### config.mk
export PLATFORM = sky130hd
export DESIGN_NAME = main_ctrl_reg
export DESIGN_NICKNAME = d
export VERILOG_FILES = /design/src/logic/main_ctrl_pkg.sv /design/src/logic/main_ctrl_reg.sv
export SDC_FILE = /design/constraint.sdc
export NUM_CORES = 1
export LEC_CHECK = 0
export BUFFER_PORTS_ARGS = -buffer_cell sky130_fd_sc_hd__buf_4
export CAP_MARGIN = 10
export CORE_MARGIN = 2
export CORE_UTILIZATION = 30
export DETAILED_ROUTE_END_ITERATION = 10
export HOLD_SLACK_MARGIN = 0.05
export SYNTH_ARGS = -nofsm -noshare
export SYNTH_HDL_FRONTEND = slang
export SYNTH_SLANG_ARGS = --single-unit
### constraint.sdc
create_clock -name mclk -period 3.3 [get_ports mclk]
set_input_delay 0.33 -clock mclk [delete_from_list [all_inputs] [get_ports mclk]]
set_output_delay 0.33 -clock mclk [all_outputs]
set_load 0.01 [all_outputs]
### src/logic/main_ctrl_pkg.sv
// Purpose: constants and carrier types for the main control register
// Assumes: frames are already deserialised into 24-bit words
// Notes:   one clock, mclk at 40 MHz
package main_ctrl_pkg;
  // -------------------------------------------------------------------
  // frame layout
  // -------------------------------------------------------------------
  localparam int          DSEL_HI     = 20;
  localparam int          DSEL_LO     = 18;
  localparam int          CSEL_HI     = 15;
  localparam int          CSEL_LO     = 13;
  localparam logic [2:0]  DSEL_CTRL   = 3'h7;
  localparam logic [2:0]  CSEL_MAIN   = 3'h1;
  localparam int          RW_BIT      = 23;
  // -------------------------------------------------------------------
  // main control fields
  // -------------------------------------------------------------------
  localparam int          B_LEVEL     = 12;
  localparam int          B_STAT      = 11;
  localparam int          B_WDEN      = 10;
  localparam int          B_WDHI      = 9;
  localparam int          B_WDLO      = 8;
  localparam int          B_SHORT     = 6;
  localparam int          B_OUTALL    = 5;
  localparam int          B_DCALL     = 4;
  localparam int          NCH         = 4;
  // -------------------------------------------------------------------
  // watchdog timing
  // -------------------------------------------------------------------
  localparam int          CLK_HZ      = 40000000;
  localparam int          WD_MS0      = 5;
  localparam int          WD_MS1      = 10;
  localparam int          WD_MS2      = 100;
  localparam int          WD_MS3      = 200;
  localparam int          CYC_PER_MS  = CLK_HZ / 1000;
  localparam logic [15:0] MC_RESET    = 16'h2000;
  // bits that the readback image keeps; D7 and D3..D0 read as zero
  localparam logic [15:0] MC_MASK     = 16'hFF70;

  typedef struct packed {
    logic       disabledOutputLevelSelect;
    logic       statusReadbackEnable;
    logic       watchdogEnable;
    logic       watchdogTimeoutSelHi;
    logic       watchdogTimeoutSelLo;
    logic       shortCircuitLimitSelect;
    logic       allOutputsEnable;
    logic       allConvertersPowerUp;
  } main_ctrl_t;

  typedef struct packed {
    logic        valid;
    logic [23:0] word;
  } frame_t;
endpackage

### src/logic/main_ctrl_reg.sv
// Purpose: main control register with watchdog and global enables
// Assumes: frame words arrive on mclk as one-cycle valid pulses
// Notes:   per-channel control lives elsewhere
`timescale 1ns/10ps
module main_ctrl_reg #(
  parameter int WD_CYC0 = main_ctrl_pkg::WD_MS0 * main_ctrl_pkg::CYC_PER_MS,
  parameter int WD_CYC1 = main_ctrl_pkg::WD_MS1 * main_ctrl_pkg::CYC_PER_MS,
  parameter int WD_CYC2 = main_ctrl_pkg::WD_MS2 * main_ctrl_pkg::CYC_PER_MS,
  parameter int WD_CYC3 = main_ctrl_pkg::WD_MS3 * main_ctrl_pkg::CYC_PER_MS
) (
  // clock and reset
  input  wire logic                  mclk,
  input  wire logic                  reset_n,
  // decoded serial frames
  input  wire main_ctrl_pkg::frame_t frameIn,
  // output-level pin, asynchronous
  input  wire logic                  outLevelPin,
  // per-channel enables from the channel control registers
  input  wire logic [3:0]            chanOutEn,
  input  wire logic [3:0]            chanConvPower,
  // results
  output main_ctrl_pkg::main_ctrl_t  mainCtrl,
  output logic [15:0]                mainCtrlWord,
  output logic                       disabledLevel,
  output logic                       shortLimit8mA,
  output logic [3:0]                 outEnable,
  output logic [3:0]                 convPowerUp,
  output logic                       statusOnWrite,
  output logic                       watchdogTimeout
);
  import main_ctrl_pkg::*;

  // -------------------------------------------------------------------
  // write decode
  // -------------------------------------------------------------------
  main_ctrl_t  ctrl_q;
  logic        wrMain;
  logic [15:0] pay;
  assign pay    = frameIn.word[15:0];
  assign wrMain = frameIn.valid && !frameIn.word[RW_BIT]
                && frameIn.word[DSEL_HI:DSEL_LO] == DSEL_CTRL
                && frameIn.word[CSEL_HI:CSEL_LO] == CSEL_MAIN;

  // D7 and D3..D0 are never stored
  always_ff @(posedge mclk or negedge reset_n) begin
    if (!reset_n) begin
      ctrl_q <= '0;
    end else if (wrMain) begin
      ctrl_q <= {pay[B_LEVEL], pay[B_STAT], pay[B_WDEN], pay[B_WDHI],
                 pay[B_WDLO], pay[B_SHORT], pay[B_OUTALL],
                 pay[B_DCALL]};
    end
  end
  assign mainCtrl     = ctrl_q;
  assign mainCtrlWord = {CSEL_MAIN, ctrl_q[7:3], 1'h0, ctrl_q[2:0], 4'h0};

  // -------------------------------------------------------------------
  // pin synchroniser and output level
  // -------------------------------------------------------------------
  logic pinMeta_q;
  logic pinSync_q;
  logic level_q;
  always_ff @(posedge mclk or negedge reset_n) begin
    if (!reset_n) begin
      pinMeta_q <= 1'h0;
      pinSync_q <= 1'h0;
    end else begin
      pinMeta_q <= outLevelPin;
      pinSync_q <= pinMeta_q;
    end
  end
  always_ff @(posedge mclk or negedge reset_n) begin
    if (!reset_n) begin
      level_q <= 1'h0;
    end else begin
      level_q <= pinSync_q ^ ctrl_q.disabledOutputLevelSelect;
    end
  end
  assign disabledLevel = level_q;
  assign shortLimit8mA = ctrl_q.shortCircuitLimitSelect;
  assign statusOnWrite = ctrl_q.statusReadbackEnable;

  // -------------------------------------------------------------------
  // global enables: one register update hits every channel at once
  // -------------------------------------------------------------------
  logic [3:0] channel_output_enable_q;
  logic [3:0] conv_q;
  generate
    for (genvar i = 0; i < NCH; i++) begin : g_ch
      always_ff @(posedge mclk or negedge reset_n) begin
        if (!reset_n) begin
          channel_output_enable_q[i] <= 1'h0;
          conv_q[i]  <= 1'h0;
        end else begin
          channel_output_enable_q[i] <= chanOutEn[i] | ctrl_q.allOutputsEnable;
          conv_q[i]  <= chanConvPower[i]
                      | ctrl_q.allConvertersPowerUp;
        end
      end
    end
  endgenerate
  assign outEnable   = channel_output_enable_q;
  assign convPowerUp = conv_q;

  // -------------------------------------------------------------------
  // watchdog: any valid frame restarts the count
  // -------------------------------------------------------------------
  logic [23:0] wdCnt_q;
  logic        wdTo_q;
  logic [23:0] wdLimit;
  always_comb begin
    case ({ctrl_q.watchdogTimeoutSelHi, ctrl_q.watchdogTimeoutSelLo})
      2'h0:    wdLimit = 24'(WD_CYC0);
      2'h1:    wdLimit = 24'(WD_CYC1);
      2'h2:    wdLimit = 24'(WD_CYC2);
      default: wdLimit = 24'(WD_CYC3);
    endcase
  end
  // a frame in the timeout cycle wins: the host was still in time
  always_ff @(posedge mclk or negedge reset_n) begin
    if (!reset_n) begin
      wdCnt_q <= '0;
      wdTo_q  <= 1'h0;
    end else if (!ctrl_q.watchdogEnable || frameIn.valid) begin
      wdCnt_q <= '0;
      wdTo_q  <= 1'h0;
    end else if (wdCnt_q >= wdLimit - 24'h1) begin
      wdTo_q  <= 1'h1;
    end else begin
      wdCnt_q <= wdCnt_q + 24'h1;
    end
  end
  assign watchdogTimeout = wdTo_q;

  // -------------------------------------------------------------------
  // checks
  // -------------------------------------------------------------------
  // global bits OR into the channel bits; host misuse is not flagged
  property p_store;
    @(posedge mclk) disable iff (!reset_n)
      wrMain |=> ctrl_q.watchdogEnable == $past(pay[B_WDEN]);
  endproperty
  a_store: assert property (p_store) else $error("store failed");
  property p_ignore;
    @(posedge mclk) disable iff (!reset_n)
      !wrMain |=> $stable(ctrl_q);
  endproperty
  a_ignore: assert property (p_ignore) else $error("stray write");
  property p_level;
    @(posedge mclk) disable iff (!reset_n)
      ##1 disabledLevel == ($past(pinSync_q) ^ $past(ctrl_q[7]));
  endproperty
  a_level: assert property (p_level) else $error("level wrong");
  property p_stat;
    @(posedge mclk) disable iff (!reset_n)
      wrMain |=> statusOnWrite == $past(pay[B_STAT]);
  endproperty
  a_stat: assert property (p_stat) else $error("readback wrong");
  property p_wdoff;
    @(posedge mclk) disable iff (!reset_n)
      !ctrl_q.watchdogEnable |=> !watchdogTimeout;
  endproperty
  a_wdoff: assert property (p_wdoff) else $error("wd while off");
  property p_wdsel;
    @(posedge mclk) disable iff (!reset_n)
      $rose(watchdogTimeout) |-> $past(wdCnt_q) >= wdLimit - 24'h1;
  endproperty
  a_wdsel: assert property (p_wdsel) else $error("wd early");
  property p_short;
    @(posedge mclk) disable iff (!reset_n)
      wrMain |=> shortLimit8mA == $past(pay[B_SHORT]);
  endproperty
  a_short: assert property (p_short) else $error("limit wrong");
  property p_outall;
    @(posedge mclk) disable iff (!reset_n)
      ctrl_q.allOutputsEnable |=> outEnable == 4'hF;
  endproperty
  a_outall: assert property (p_outall) else $error("outs not all");
  property p_dcall;
    @(posedge mclk) disable iff (!reset_n)
      ctrl_q.allConvertersPowerUp |=> convPowerUp == 4'hF;
  endproperty
  a_dcall: assert property (p_dcall) else $error("convs not all");
  property p_dont;
    @(posedge mclk) disable iff (!reset_n)
      wrMain |=> mainCtrlWord == ($past(pay) & MC_MASK);
  endproperty
  a_dont: assert property (p_dont) else $error("ignored bits kept");
  property p_rdnone;
    @(posedge mclk) disable iff (!reset_n)
      frameIn.valid && frameIn.word[RW_BIT] |=> $stable(mainCtrlWord);
  endproperty
  a_rdnone: assert property (p_rdnone) else $error("read wrote");
  property p_wdkick;
    @(posedge mclk) disable iff (!reset_n)
      frameIn.valid |=> !watchdogTimeout && wdCnt_q == 24'h0;
  endproperty
  a_wdkick: assert property (p_wdkick) else $error("wd not kicked");
  property p_wdhold;
    @(posedge mclk) disable iff (!reset_n)
      watchdogTimeout && ctrl_q.watchdogEnable && !frameIn.valid
      |=> watchdogTimeout;
  endproperty
  a_wdhold: assert property (p_wdhold) else $error("wd dropped");
  property p_wdbound;
    @(posedge mclk) disable iff (!reset_n)
      wdCnt_q < wdLimit;
  endproperty
  a_wdbound: assert property (p_wdbound) else $error("wd overrun");
  property p_outfollow;
    @(posedge mclk) disable iff (!reset_n)
      !ctrl_q.allOutputsEnable |=> outEnable == $past(chanOutEn);
  endproperty
  a_outfollow: assert property (p_outfollow) else $error("outs wrong");
  property p_convfollow;
    @(posedge mclk) disable iff (!reset_n)
      !ctrl_q.allConvertersPowerUp |=> convPowerUp == $past(chanConvPower);
  endproperty
  a_convfollow: assert property (p_convfollow) else $error("conv wrong");
  c_write: cover property (@(posedge mclk) wrMain);
  c_wdto:  cover property (@(posedge mclk) $rose(watchdogTimeout));
  c_all:   cover property (@(posedge mclk) outEnable == 4'hF);
  c_level: cover property (@(posedge mclk) $rose(disabledLevel));
  c_conv:  cover property (@(posedge mclk) convPowerUp == 4'hF);
endmodule

# Yosys cells after proc, flatten, opt, wreduce, memory -nomap -nowiden
# Cells that the tools add are included.
# word_totals
register_bits	44
in_bits	36
out_inout_bits	36
wordCells	51
# op_classes
addsub	2
magnitude_cmp	1
eq_ne	5
muxes	5
bitwise	9
n_reduce_logical	8
# ops
cell	count
case mux 23 bit (3 select lines)	1
two-way mux 24 bit	2
adder 24 x 1 -> 24 bit, second input constant	1
greater-or-equal comparator 24 bit	1
subtractor 23 x 1 -> 24 bit, second input constant	1
OR 1 bit	8
equality test 3 x 1 -> 1 bit, second input constant	1
equality test 3 bit, second input constant	1
logical AND 1 bit	3
equality test 2 x 1 -> 1 bit, second input constant	1
equality test 2 bit, second input constant	1
zero test 1 bit	2
zero test 2 bit	1
two-way mux 1 bit	2
inequality test 2 bit, second input constant	1
nonzero test 2 bit	1
logical OR 1 bit	1
XOR 1 bit	1

# Logic depth before layout (Yosys ltp)
# Gate-level depths: netlist of run 1.
# logic_depth
ltp_word	6
mapped_depth	13
mapped_depth_nobuf	11

# Least setup slack after synthesis of run 1
# Ideal clock, no wire load.
# synth_path
path_type	reg2reg
start	register ctrl_q (netlist bit mainCtrl[3])
end	register wdCnt_q[16]
setup_time_ns	0.078
arrival_time_ns	2.747
required_time_ns	3.222
path_slack_ns	0.475
stages_incl_launch_ff	13
path_buffers	1
period_less_slack_ns	2.825
path_cell_list	dfrtp_1 > inv_1 > ha_1 > inv_1 > ha_1 > ha_1 > a21oi_1 > o21ai_0 > a211oi_2 > o21ai_1 > buf_2 > or4_1 > a21oi_1
# synth_via
elab_chain_cells	5
elab_cells_between_ends	7
classes_between	add/sub: 1; order compare: 1; eq/ne: 3; mux: 1; reduce/logical: 1
# synth_rtl
item	line	rtl
from (decl)	main_ctrl_reg.sv:36	main_ctrl_t ctrl_q;
from (signal assigned)	main_ctrl_reg.sv:49	ctrl_q <= {pay[B_LEVEL], pay[B_STAT], pay[B_WDEN], pay[B_WDHI],
equality test 2 bit (tied with other cells)	main_ctrl_reg.sv:112	case ({ctrl_q.watchdogTimeoutSelHi, ctrl_q.watchdogTimeoutSelLo})
case mux 23 bit (3 select lines) *	main_ctrl_reg.sv:112	
subtractor 23 x 1 -> 24 bit *	main_ctrl_reg.sv:127	end else if (wdCnt_q >= wdLimit - 24'h1) begin
greater-or-equal comparator 24 bit *	main_ctrl_reg.sv:127	
inequality test 2 bit (no source line) *	n/a	
to (signal assigned)	main_ctrl_reg.sv:130	wdCnt_q <= wdCnt_q + 24'h1;
to (decl)	main_ctrl_reg.sv:108	logic [23:0] wdCnt_q;
# Every way passes the cells marked *; elsewhere a longest branch is shown, timed or not.
# A chain may end at the register's enable or synchronous reset.

# Worst setup path after layout of run 1
# layout_path
start	register ctrl_q (netlist bit mainCtrl[4])
end	register wdCnt_q[20]
# The elaborated chain is that of the path after synthesis.

==> flow_summary_export.csv, run 1 <==
group,metric,value,unit
drt,ant_nets,0,
synth,synth_xor_area_share,3.66,%
setup_path,r2r_cells,12,
place,io_buffers,54,
cts,path_clk_slew,80,ps
sta,fin_crit,3020,ps
setup_path,crit_path_end,"wdCnt_q[20]$_DFFE_PN0P_",
final_layout,multi_input_area,1350,um^2
final_layout,nFillCells,894,
drt,num_vias,2102,
cts,root_buffer,"clkbuf_8",
synth,yosys_warnings,0,
grt,grt_overflow,0,
place,gp_congestion,0.794,
drt,wl,5.73,mm
pwr,ir_worst_vdd,0.000206,V
sta,drv_slew,0,
grt,grt_pass1_wl,9.54,mm
place,dpl_cell_area,3080,um^2
synth,syn_area,2630,um^2
sta,period_share,91.4,%
setup_path,crit_fanout,21,
synth,ys.flop_type,"dfrtp_1",
place,pre_cts_ws,295,ps
floorplanning,die-height,97.7,um
setup_path,rrSetupSlack,280,ps
final_layout,num_antenna_cells,0,
cts,h-tree-depth,2,
pwr,p_total,1.20,mW
drt,post_drt_wl_per_cell,13.5,um
synth,ys_types,39,
grt,grt_pass1_vias,2055,
setup_path,worstPathCellList,"inv_1 > ha_1 > inv_1 > ha_1 > ha_1 > a21oi_1 > o21ai_0 > a211oi_2 > o21ai_1 > buf_4 > or4_1 > a21oi_1",
setup_path,path_common_cell,"ha_1",
grt,grt_max_degree,45,
sta,fin_skew,11.9,ps
sta,final.setup.tns,0,ps
final_layout,nNetsFinal,379,
final_layout,final_area,3200,um^2
setup_path,slowest_delay,480,ps
sta,setup_viol,0,
drt,first_iter_violations,81,
floorplanning,initial_core_util,30.6,%
min_path,min_path_type,"input pin to flip-flop",
synth,synth_compound_area_share,13.3,%
cts,clockBufferDepth,2,
setup_path,critPathLaunch,"mainCtrl[4]$_DFFE_PN0P_",
final_layout,final_cells,426,
flow_run,drv_cap,0,
pwr,leakage,1.46,nW
run_status,status,"complete, no violations",
sta,max_freq,332,MHz
pwr,power-per-cell-area,373,nW/um^2
sta,worstMarginPinSlew,780,ps
synth,synth_edf_count,0,
final_layout,area_growth,21.8,%
cts,cts_setup_buffers,0,
sta,hold_ws,135,ps
setup_path,cp-start-kind,"flip-flop",
grt,grtUsageTotal,12.1,%
sta,hold_viol,0,
synth,postSynthAreaPerCell,9.85,um^2
place,dp_hpwl,4.07,mm
sta,max-slew-margin-rel,47.8,%
floorplanning,die_x,97.7,um
floorplanning,coreArea,8590,um^2
setup_path,slowest_stage,"or4_1",
synth,yosys.area_share.adder,12.4,%
drt,vias_per_cell,4.93,
min_path,min-delay-start,"outLevelPin",
synth,synth_top_family_by_area,"simple AND/OR/NAND/NOR gates",
drt,drtPass1Iterations,4,
final_layout,finalCoreUtilization,37.3,%
final_layout,register_area,1100,um^2
cts,cts_tree,"yes",
setup_path,worstSetupPathType,"flip-flop to flip-flop",
grt,antenna_found_initial,0,
setup_path,cp-end-kind,"flip-flop",
final_layout,drive_above_1_share,28.0,%
synth,synthSimpleGateAreaFrac,18.2,%
setup_path,worstReg2RegEnd,"wdCnt_q[20]$_DFFE_PN0P_",
synth,syn_inst,267,
floorplanning,fp-row-count,34,
setup_path,worstPathRequired,3530,ps
sta,finalWorstSetupSlack,284,ps
cts,worstSkewPairLatency,300,ps
drt,drc,0,
synth,synthMuxAreaShare,2.57,%
setup_path,r2r-start,"mainCtrl[4]$_DFFE_PN0P_",
synth,ys_ff_latch,44,
synth,yosysSeqAreaShare,41.8,%
cts,cts-buffers-inserted,5,
cts,clock-sinks,44,
floorplanning,fp.dieArea,9540,um^2
setup_path,arrival,3250,ps
synth,ys_async_sr_fraction,100,%
sta,rsz0062_at_grt,"false",
place,dp_cells,417,
floorplanning,io_pins,72,
[worst min path at each step]
stage / endpoint / slack [ps] / cells after the start
2_1_floorplan: convPowerUp[0]$_DFF_PN0_ / 30 / 0
3_3_place_gp: pinSync_q$_DFF_PN0_ / 330 / 0
3_5_place_dp: pinSync_q$_DFF_PN0_ / 340 / 0
4_1_cts: pinMeta_q$_DFF_PN0_ / 130 / 1
5_1_grt: pinMeta_q$_DFF_PN0_ / 120 / 1
6_report: pinMeta_q$_DFF_PN0_ / 140 / 1
[worst max-delay path, delay by kind of cell (launching register included)]
family | cells | cell delay, ps
adders and majority gates | 3 | 790
AOI/OAI and AO/OA | 5 | 760
and+or+nand+nor | 1 | 480
DFF | 1 | 470
buffers and inverters | 3 | 450
[area by class of cell]
type,instances,area share (%)
Multi-Input combinational cell,195,42.2
Sequential cell,44,34.4
Timing Repair Buffer,61,14.4
Tap cell,108,4.22
Clock buffer,5,2.15
Clock inverter,3,1.48
Inverter,10,1.17
[state kept, by name (all words and copies together) (netlist names)]
register	count
pinSync_q	1
convPowerUp	4
pinMeta_q	1
statusOnWrite	1
disabledLevel	1
shortLimit8mA	1
watchdogTimeout	1
wdCnt_q	24
outEnable	4
mainCtrl	6
[logic make-up after synthesis]
group,Yosys count
AND/OR/NAND/NOR,90
AO/OA/AOI/OAI,52
flip-flops,44
buffers and inverters,36
adder cells (fa/ha/maj),26
XOR/XNOR,11
multiplexers,6
other,2
[power by group]
group	leakage (nW)	internal [mW]	switching (mW)
registers	0.578	0.558	0.0146
logic	0.827	0.0964	0.0999
clock network	0.0583	0.228	0.199
[synth_stat cells (all sizes together) (2+ instances only)]
cell type / number / area share, %
a21oi: 18 / 3.4
and3: 5 / 1.2
buf: 21 / 5.7
clkbuf: 5 / 0.71
conb: 2 / 0.29
dfrtp: 44 / 42
ha: 26 / 12
inv: 10 / 1.4
mux2: 6 / 2.6
nand2: 20 / 2.9
nand3: 5 / 0.95
nand4: 5 / 1.2
nor2: 22 / 3.1
nor3: 2 / 0.57
nor4: 2 / 0.48
o2111ai: 8 / 2.7
o211ai: 3 / 0.86
o21ai: 11 / 2.1
o31ai: 7 / 2.0
or2: 10 / 2.4
or3: 4 / 0.95
or4: 8 / 2.3
xor2: 10 / 3.3
[layout by cell type, fill, tap and decap left out, types with 2 or more instances in the layout]
master,n
o21ai_1,2
o31ai_1,7
o21ai_0,9
mux2_2,6
inv_1,10
nor2_1,22
nor4_1,2
or3_1,4
a21oi_1,18
xor2_1,10
and3_1,5
or4_1,8
o2111ai_1,8
dfrtp_1,44
clkinv_4,2
nand3_1,5
ha_1,26
clkbuf_8,5
o211ai_1,3
or2_2,10
conb_1,10
nand4_1,5
buf_4,60
nand2_1,20
[metal layers]
metal / part of all wire [%] / GRT usage (%) / routed length [um]
met5: 0 / 0 / 0
met4: 1.2 / 2.99 / 68
met3: 4.1 / 2.66 / 235
met2: 47 / 19.6 / 2700
met1: 48 / 16.6 / 2730
[timing repair]
action | in CTS | in global routing
endpoints found under the setup margin | 0 | 0
endpoints found under the hold margin | 44 | 0
hold buffers | 1 | 0
gates resized for setup | 0 | 0
Note: power is estimated with default switching activity, not from simulation.
==> run 2: changes to the inputs <==
- PLACE_DENSITY_LB_ADDON: unset -> 0.1
==> run 2 against run 1 <==
Net effect: register-to-register slack improved by 30 ps; sequential power about the same; cell area increased by 0.62%; critical path type unchanged; highest routed layer unchanged.
==> flow_summary_export.csv, run 2 (synthesized netlist as in run 1, its figures left out) <==
group,metric,value,unit
drt,drtPass1Iterations,4,
grt,grt_pass1_wl,9.98,mm
sta,setup_viol,0,
floorplanning,coreArea,8590,um^2
sta,worstMarginPinSlew,843,ps
sta,fin_crit,2990,ps
final_layout,nNetsFinal,381,
setup_path,worstPathCellList,"inv_1 > ha_1 > inv_1 > ha_1 > ha_1 > a21oi_1 > o21ai_0 > a211oi_2 > o21ai_1 > buf_4 > or4_1 > a21oi_1",
floorplanning,die-height,97.7,um
floorplanning,io_pins,72,
final_layout,num_antenna_cells,0,
place,pre_cts_ws,336,ps
grt,grt_max_degree,45,
flow_run,drv_cap,0,
setup_path,worstReg2RegEnd,"wdCnt_q[20]$_DFFE_PN0P_",
cts,path_clk_slew,90,ps
drt,num_vias,2062,
setup_path,path_delay_family,"adder cells",
sta,max-slew-margin-rel,43.6,%
pwr,leakage,1.48,nW
cts,clock-sinks,44,
final_layout,drive_above_1_share,28.4,%
drt,first_iter_violations,72,
floorplanning,fp-row-count,34,
setup_path,path_common_cell,"ha_1",
drt,drc,0,
sta,drv_slew,0,
setup_path,slowest_stage,"or4_1",
setup_path,cp-end-kind,"flip-flop",
cts,h-tree-depth,2,
sta,hold_ws,136,ps
cts,cts_tree,"yes",
drt,wl,5.94,mm
cts,cts.repair.resized,0,
drt,vias_per_cell,4.82,
setup_path,path_depth,12,
final_layout,layout_common_cells,"buf_4 (62), dfrtp_1 (44), ha_1 (26)",
sta,period_share,90.5,%
final_layout,nFillCells,870,
sta,fin_skew,8.73,ps
setup_path,crit_path_end,"wdCnt_q[20]$_DFFE_PN0P_",
setup_path,crit_fanout,19,
setup_path,slowest_delay,480,ps
grt,grtUsageTotal,12.8,%
place,io_buffers,54,
final_layout,layout_commonest_cell,"buf_4",
setup_path,worstPathRequired,3530,ps
min_path,min_path_type,"input pin to flip-flop",
pwr,ir_worst_vdd,0.000163,V
grt,grt_overflow,0,
place,gp_congestion,0.794,
sta,finalWorstSetupSlack,314,ps
grt,antenna_found_initial,0,
cts,root_buffer,"clkbuf_8",
floorplanning,die_x,97.7,um
floorplanning,initial_core_util,30.6,%
grt,grt_pass1_vias,2000,
setup_path,arrival,3220,ps
final_layout,area_growth,22.5,%
sta,max_freq,335,MHz
cts,cts-buffers-inserted,5,
place,dp_hpwl,4.30,mm
setup_path,cp-start-kind,"flip-flop",
final_layout,final_area,3220,um^2
setup_path,rrSetupSlack,310,ps
sta,rsz0062_at_grt,"false",
drt,ant_nets,0,
place,dpl_cell_area,3090,um^2
cts,cts_setup_buffers,0,
pwr,power-per-cell-area,377,nW/um^2
cts,worstSkewPairLatency,300,ps
floorplanning,fp.dieArea,9540,um^2
final_layout,regMostFlops,"wdCnt_q",
setup_path,r2r_cells,12,
run_status,status,"complete, no violations",
cts,clockBufferDepth,2,
final_layout,largest_reg_flops,24,
drt,post_drt_wl_per_cell,13.9,um
setup_path,critPathLaunch,"mainCtrl[4]$_DFFE_PN0P_",
setup_path,worstSetupPathType,"flip-flop to flip-flop",
sta,final.setup.tns,0,ps
sta,hold_viol,0,
setup_path,crit_buf_inv,3,
setup_path,r2r-start,"mainCtrl[4]$_DFFE_PN0P_",
## run 2: cell types whose count changed in the layout (fill, tap and decap cells not counted), sizes merged
cell    previous run  this run
buf               60        62
clkbuf             5         6
clkinv             2         1
## run 2: what timing repair did
item                       4_1_cts  5_1_grt
hold buffers                     1        0
setup endpoints to repair        0        0
hold endpoints to repair        16        0
## run 2: worst min-delay path by stage
stage	depth (start not counted)	to	from	slack [ps]
6_report	1	pinMeta_q$_DFF_PN0_	outLevelPin	140
5_1_grt	1	pinMeta_q$_DFF_PN0_	outLevelPin	120
4_1_cts	1	pinMeta_q$_DFF_PN0_	outLevelPin	120
3_5_place_dp	0	pinSync_q$_DFF_PN0_	pinMeta_q$_DFF_PN0_	340
3_3_place_gp	0	pinSync_q$_DFF_PN0_	pinMeta_q$_DFF_PN0_	330
2_1_floorplan	0	convPowerUp[0]$_DFF_PN0_	reset_n	30
## run 2: final cells by class
type,instances,area (um^2),area share [%]
tap,108,135,4.19
sequential,44,1100,34.1
clock inverter,2,38.8,1.20
multi-input combinational,195,1350,42.0
inverter,10,37.5,1.16
clock buffer,6,82.6,2.56
timing repair buffer,63,475,14.7
## run 2: where the power goes
part	total, mW	switching, mW	internal [mW]
Combinational	0.201	0.100	0.100
Sequential	0.572	0.0141	0.558
Clock	0.441	0.193	0.248
Total	1.21	0.308	0.906
## run 2: metrics by stage
stage | utilization (%) | power, mW | cells
after CTS | 37.5 | 1.24 | 428
final | 37.5 | 1.21 | 428
after global routing | 37.5 | 1.28 | 428
after global placement | 36.0 | 0.786 | 419
after floorplan | - | 0.697 | 275
after detailed placement | 36.0 | 0.789 | 419
## run 2: metal layers
metal / global-route usage [%] / vias to the layer above / part of all wire, %
li1: - / 1028 / -
met1: 18.2 / 993 / 50
met2: 20.1 / 36 / 47
met3: 2.01 / 5 / 2.6
met4: 4.17 / 0 / 0.96
met5: 0 / - / 0
==> run 3: changes to the inputs <==
- CAP_MARGIN: 10 -> unset
- CORE_ASPECT_RATIO: unset -> 0.5
- PLACE_DENSITY: unset -> 0.49
- PLACE_DENSITY_LB_ADDON: 0.1 -> unset
==> run 3 against run 2 <==
Net effect: cell count rose by 1.6%; clock skew is 4.6 ps lower; via count grew 0.58%; first-iteration DRC count rose by 24%; sequential share of layout area shrank 0.26 points; cell area rose by 0.78%; power is 5.1% higher; worst hold slack worse by 89 ps; register-to-register slack worse by 20 ps; critical path type unchanged; critical endpoint is now wdCnt_q[17]$_DFFE_PN0P_; highest routed layer unchanged.
==> flow_summary_export.csv, run 3 (synthesized netlist as in run 1, its figures left out) <==
group,metric,value,unit
cts,cts_setup_buffers,0,
final_layout,nNetsFinal,379,
floorplanning,coreArea,8620,um^2
setup_path,slowest_stage,"dfrtp_1",
grt,grtUsageTotal,13.4,%
grt,grt_overflow,0,
grt,antenna_found_initial,0,
final_layout,drive_above_1_share,28.3,%
final_layout,layout_common_cells,"buf_4 (61), dfrtp_1 (44), ha_1 (26)",
drt,ant_nets,0,
final_layout,regMostFlops,"wdCnt_q",
drt,first_iter_violations,89,
grt,grt_max_degree,45,
setup_path,slowest_delay,460,ps
floorplanning,initial_core_util,30.5,%
sta,max-slew-margin-rel,47.9,%
cts,h-tree-depth,2,
pwr,power-per-cell-area,393,nW/um^2
drt,drc,0,
sta,fin_skew,4.08,ps
final_layout,largest_reg_flops,24,
floorplanning,die-height,70.2,um
setup_path,path_delay_family,"compound AO/OA/AOI/OAI gates",
setup_path,rrSetupSlack,290,ps
cts,clockBufferDepth,2,
floorplanning,fp.dieArea,9580,um^2
sta,final.setup.tns,0,ps
sta,hold_viol,0,
run_status,status,"complete, no violations",
sta,max_freq,332,MHz
cts,path_clk_slew,60,ps
pwr,p_seq_share,45.3,%
drt,wl,5.80,mm
sta,rsz0062_at_grt,"false",
pwr,pwr-share-comb,14.8,%
setup_path,cp-start-kind,"flip-flop",
grt,grt_pass1_wl,10.2,mm
setup_path,worstSetupPathType,"flip-flop to flip-flop",
setup_path,worstPathCellList,"inv_1 > ha_1 > inv_1 > ha_1 > ha_1 > a21oi_1 > o21ai_0 > a211oi_2 > buf_4 > o2111ai_1 > or3_1 > a21oi_1",
cts,cts.repair.resized,0,
cts,postCtsHoldBufs,0,
cts,cts_tree,"yes",
flow_run,drv_cap,0,
setup_path,path_common_cell,"ha_1",
sta,hold_ws,47.3,ps
place,gp_congestion,0.763,
setup_path,crit_fanout,12,
pwr,leakage,1.48,nW
setup_path,worstPathRequired,3510,ps
grt,grt_pass1_vias,2088,
floorplanning,die_x,136,um
pwr,intPower,956,uW
cts,clock-sinks,44,
cts,worstSkewPairLatency,280,ps
place,dp_hpwl,4.23,mm
drt,vias_per_cell,4.77,
drt,num_vias,2074,
final_layout,final_area,3250,um^2
drt,drtPass1Iterations,4,
sta,drv_slew,0,
floorplanning,io_pins,72,
pwr,power.share.clock,39.9,%
setup_path,arrival,3210,ps
sta,worstMarginPinSlew,779,ps
final_layout,num_antenna_cells,0,
floorplanning,fp-row-count,24,
place,dpl_cell_area,3100,um^2
final_layout,area_growth,23.5,%
place,io_buffers,54,
cts,root_buffer,"clkbuf_16",
min_path,min_path_type,"input pin to asynchronous set/reset pin",
drt,post_drt_wl_per_cell,13.3,um
setup_path,cp-end-kind,"flip-flop",
cts,cts-buffers-inserted,5,
pwr,ir_worst_vdd,0.000160,V
sta,period_share,91.2,%
pwr,swShare,25.1,%
sta,fin_crit,3010,ps
sta,setup_viol,0,
setup_path,crit_buf_inv,3,
pwr,p_switching,320,uW
final_layout,layout_commonest_cell,"buf_4",
==> run 3: power groups by stage <==
stage	sequential (mW)	clock (mW)	combinational, mW
final	0.578	0.510	0.189
after global placement	0.587	0	0.190
after global routing	0.582	0.549	0.214
after floorplan	0.593	0	0.104
after detailed placement	0.588	0	0.193
after CTS	0.578	0.530	0.194
==> run 3: per-layer routing <==
| layer | GRT usage, % | up-vias | wire length, um |
|---|---|---|---|
| met2 | 22.2 | 54 | 2730 |
| met1 | 17.6 | 990 | 2730 |
| met5 | 0 | - | 0 |
| met3 | 3.34 | 5 | 290 |
| li1 | - | 1025 | - |
| met4 | 3.47 | 0 | 53 |
==> run 3: final cells by class <==
| type | count | area, um^2 |
|---|---|---|
| flip-flops and latches | 44 | 1100 |
| inverters | 10 | 37.5 |
| clock buffers | 6 | 139 |
| well taps | 117 | 146 |
| repair buffers | 61 | 458 |
| multi-input cells | 195 | 1350 |
| clock inverters | 2 | 13.8 |
| fillers | 871 | 5370 |
==> run 3: final timing paths <==
path,startpoint,to,cells past startpoint
hold / removal,reset_n,mainCtrl[4]$_DFFE_PN0P_,1
hold reg to reg,pinMeta_q$_DFF_PN0_,pinSync_q$_DFF_PN0_,0
max in group asynchronous,reset_n,wdCnt_q[4]$_DFFE_PN0P_,1
setup reg to reg,mainCtrl[4]$_DFFE_PN0P_,wdCnt_q[17]$_DFFE_PN0P_,12
min in group mclk,outLevelPin,pinMeta_q$_DFF_PN0_,1
setup / recovery,mainCtrl[4]$_DFFE_PN0P_,wdCnt_q[17]$_DFFE_PN0P_,12
==> run 3: worst reg2reg max path, delay by kind of cell, from the launching register on <==
| kind | cells | cell delay, ps |
|---|---|---|
| AOI/OAI and AO/OA | 5 | 850 |
| adders and majority gates | 3 | 780 |
| buffers and inverters | 3 | 450 |
| DFF | 1 | 460 |
| and+or+nand+nor | 1 | 360 |
==> run 3: per-stage QoR <==
step	worst slack (ps)	power (mW)	instances	utilization, %
2_1_floorplan	475	0.697	275	-
3_3_place_gp	328	0.776	427	35.9
3_5_place_dp	265	0.781	427	35.9
4_1_cts	244	1.30	435	37.7
5_1_grt	3.55	1.34	435	37.7
6_report	291	1.28	435	37.7
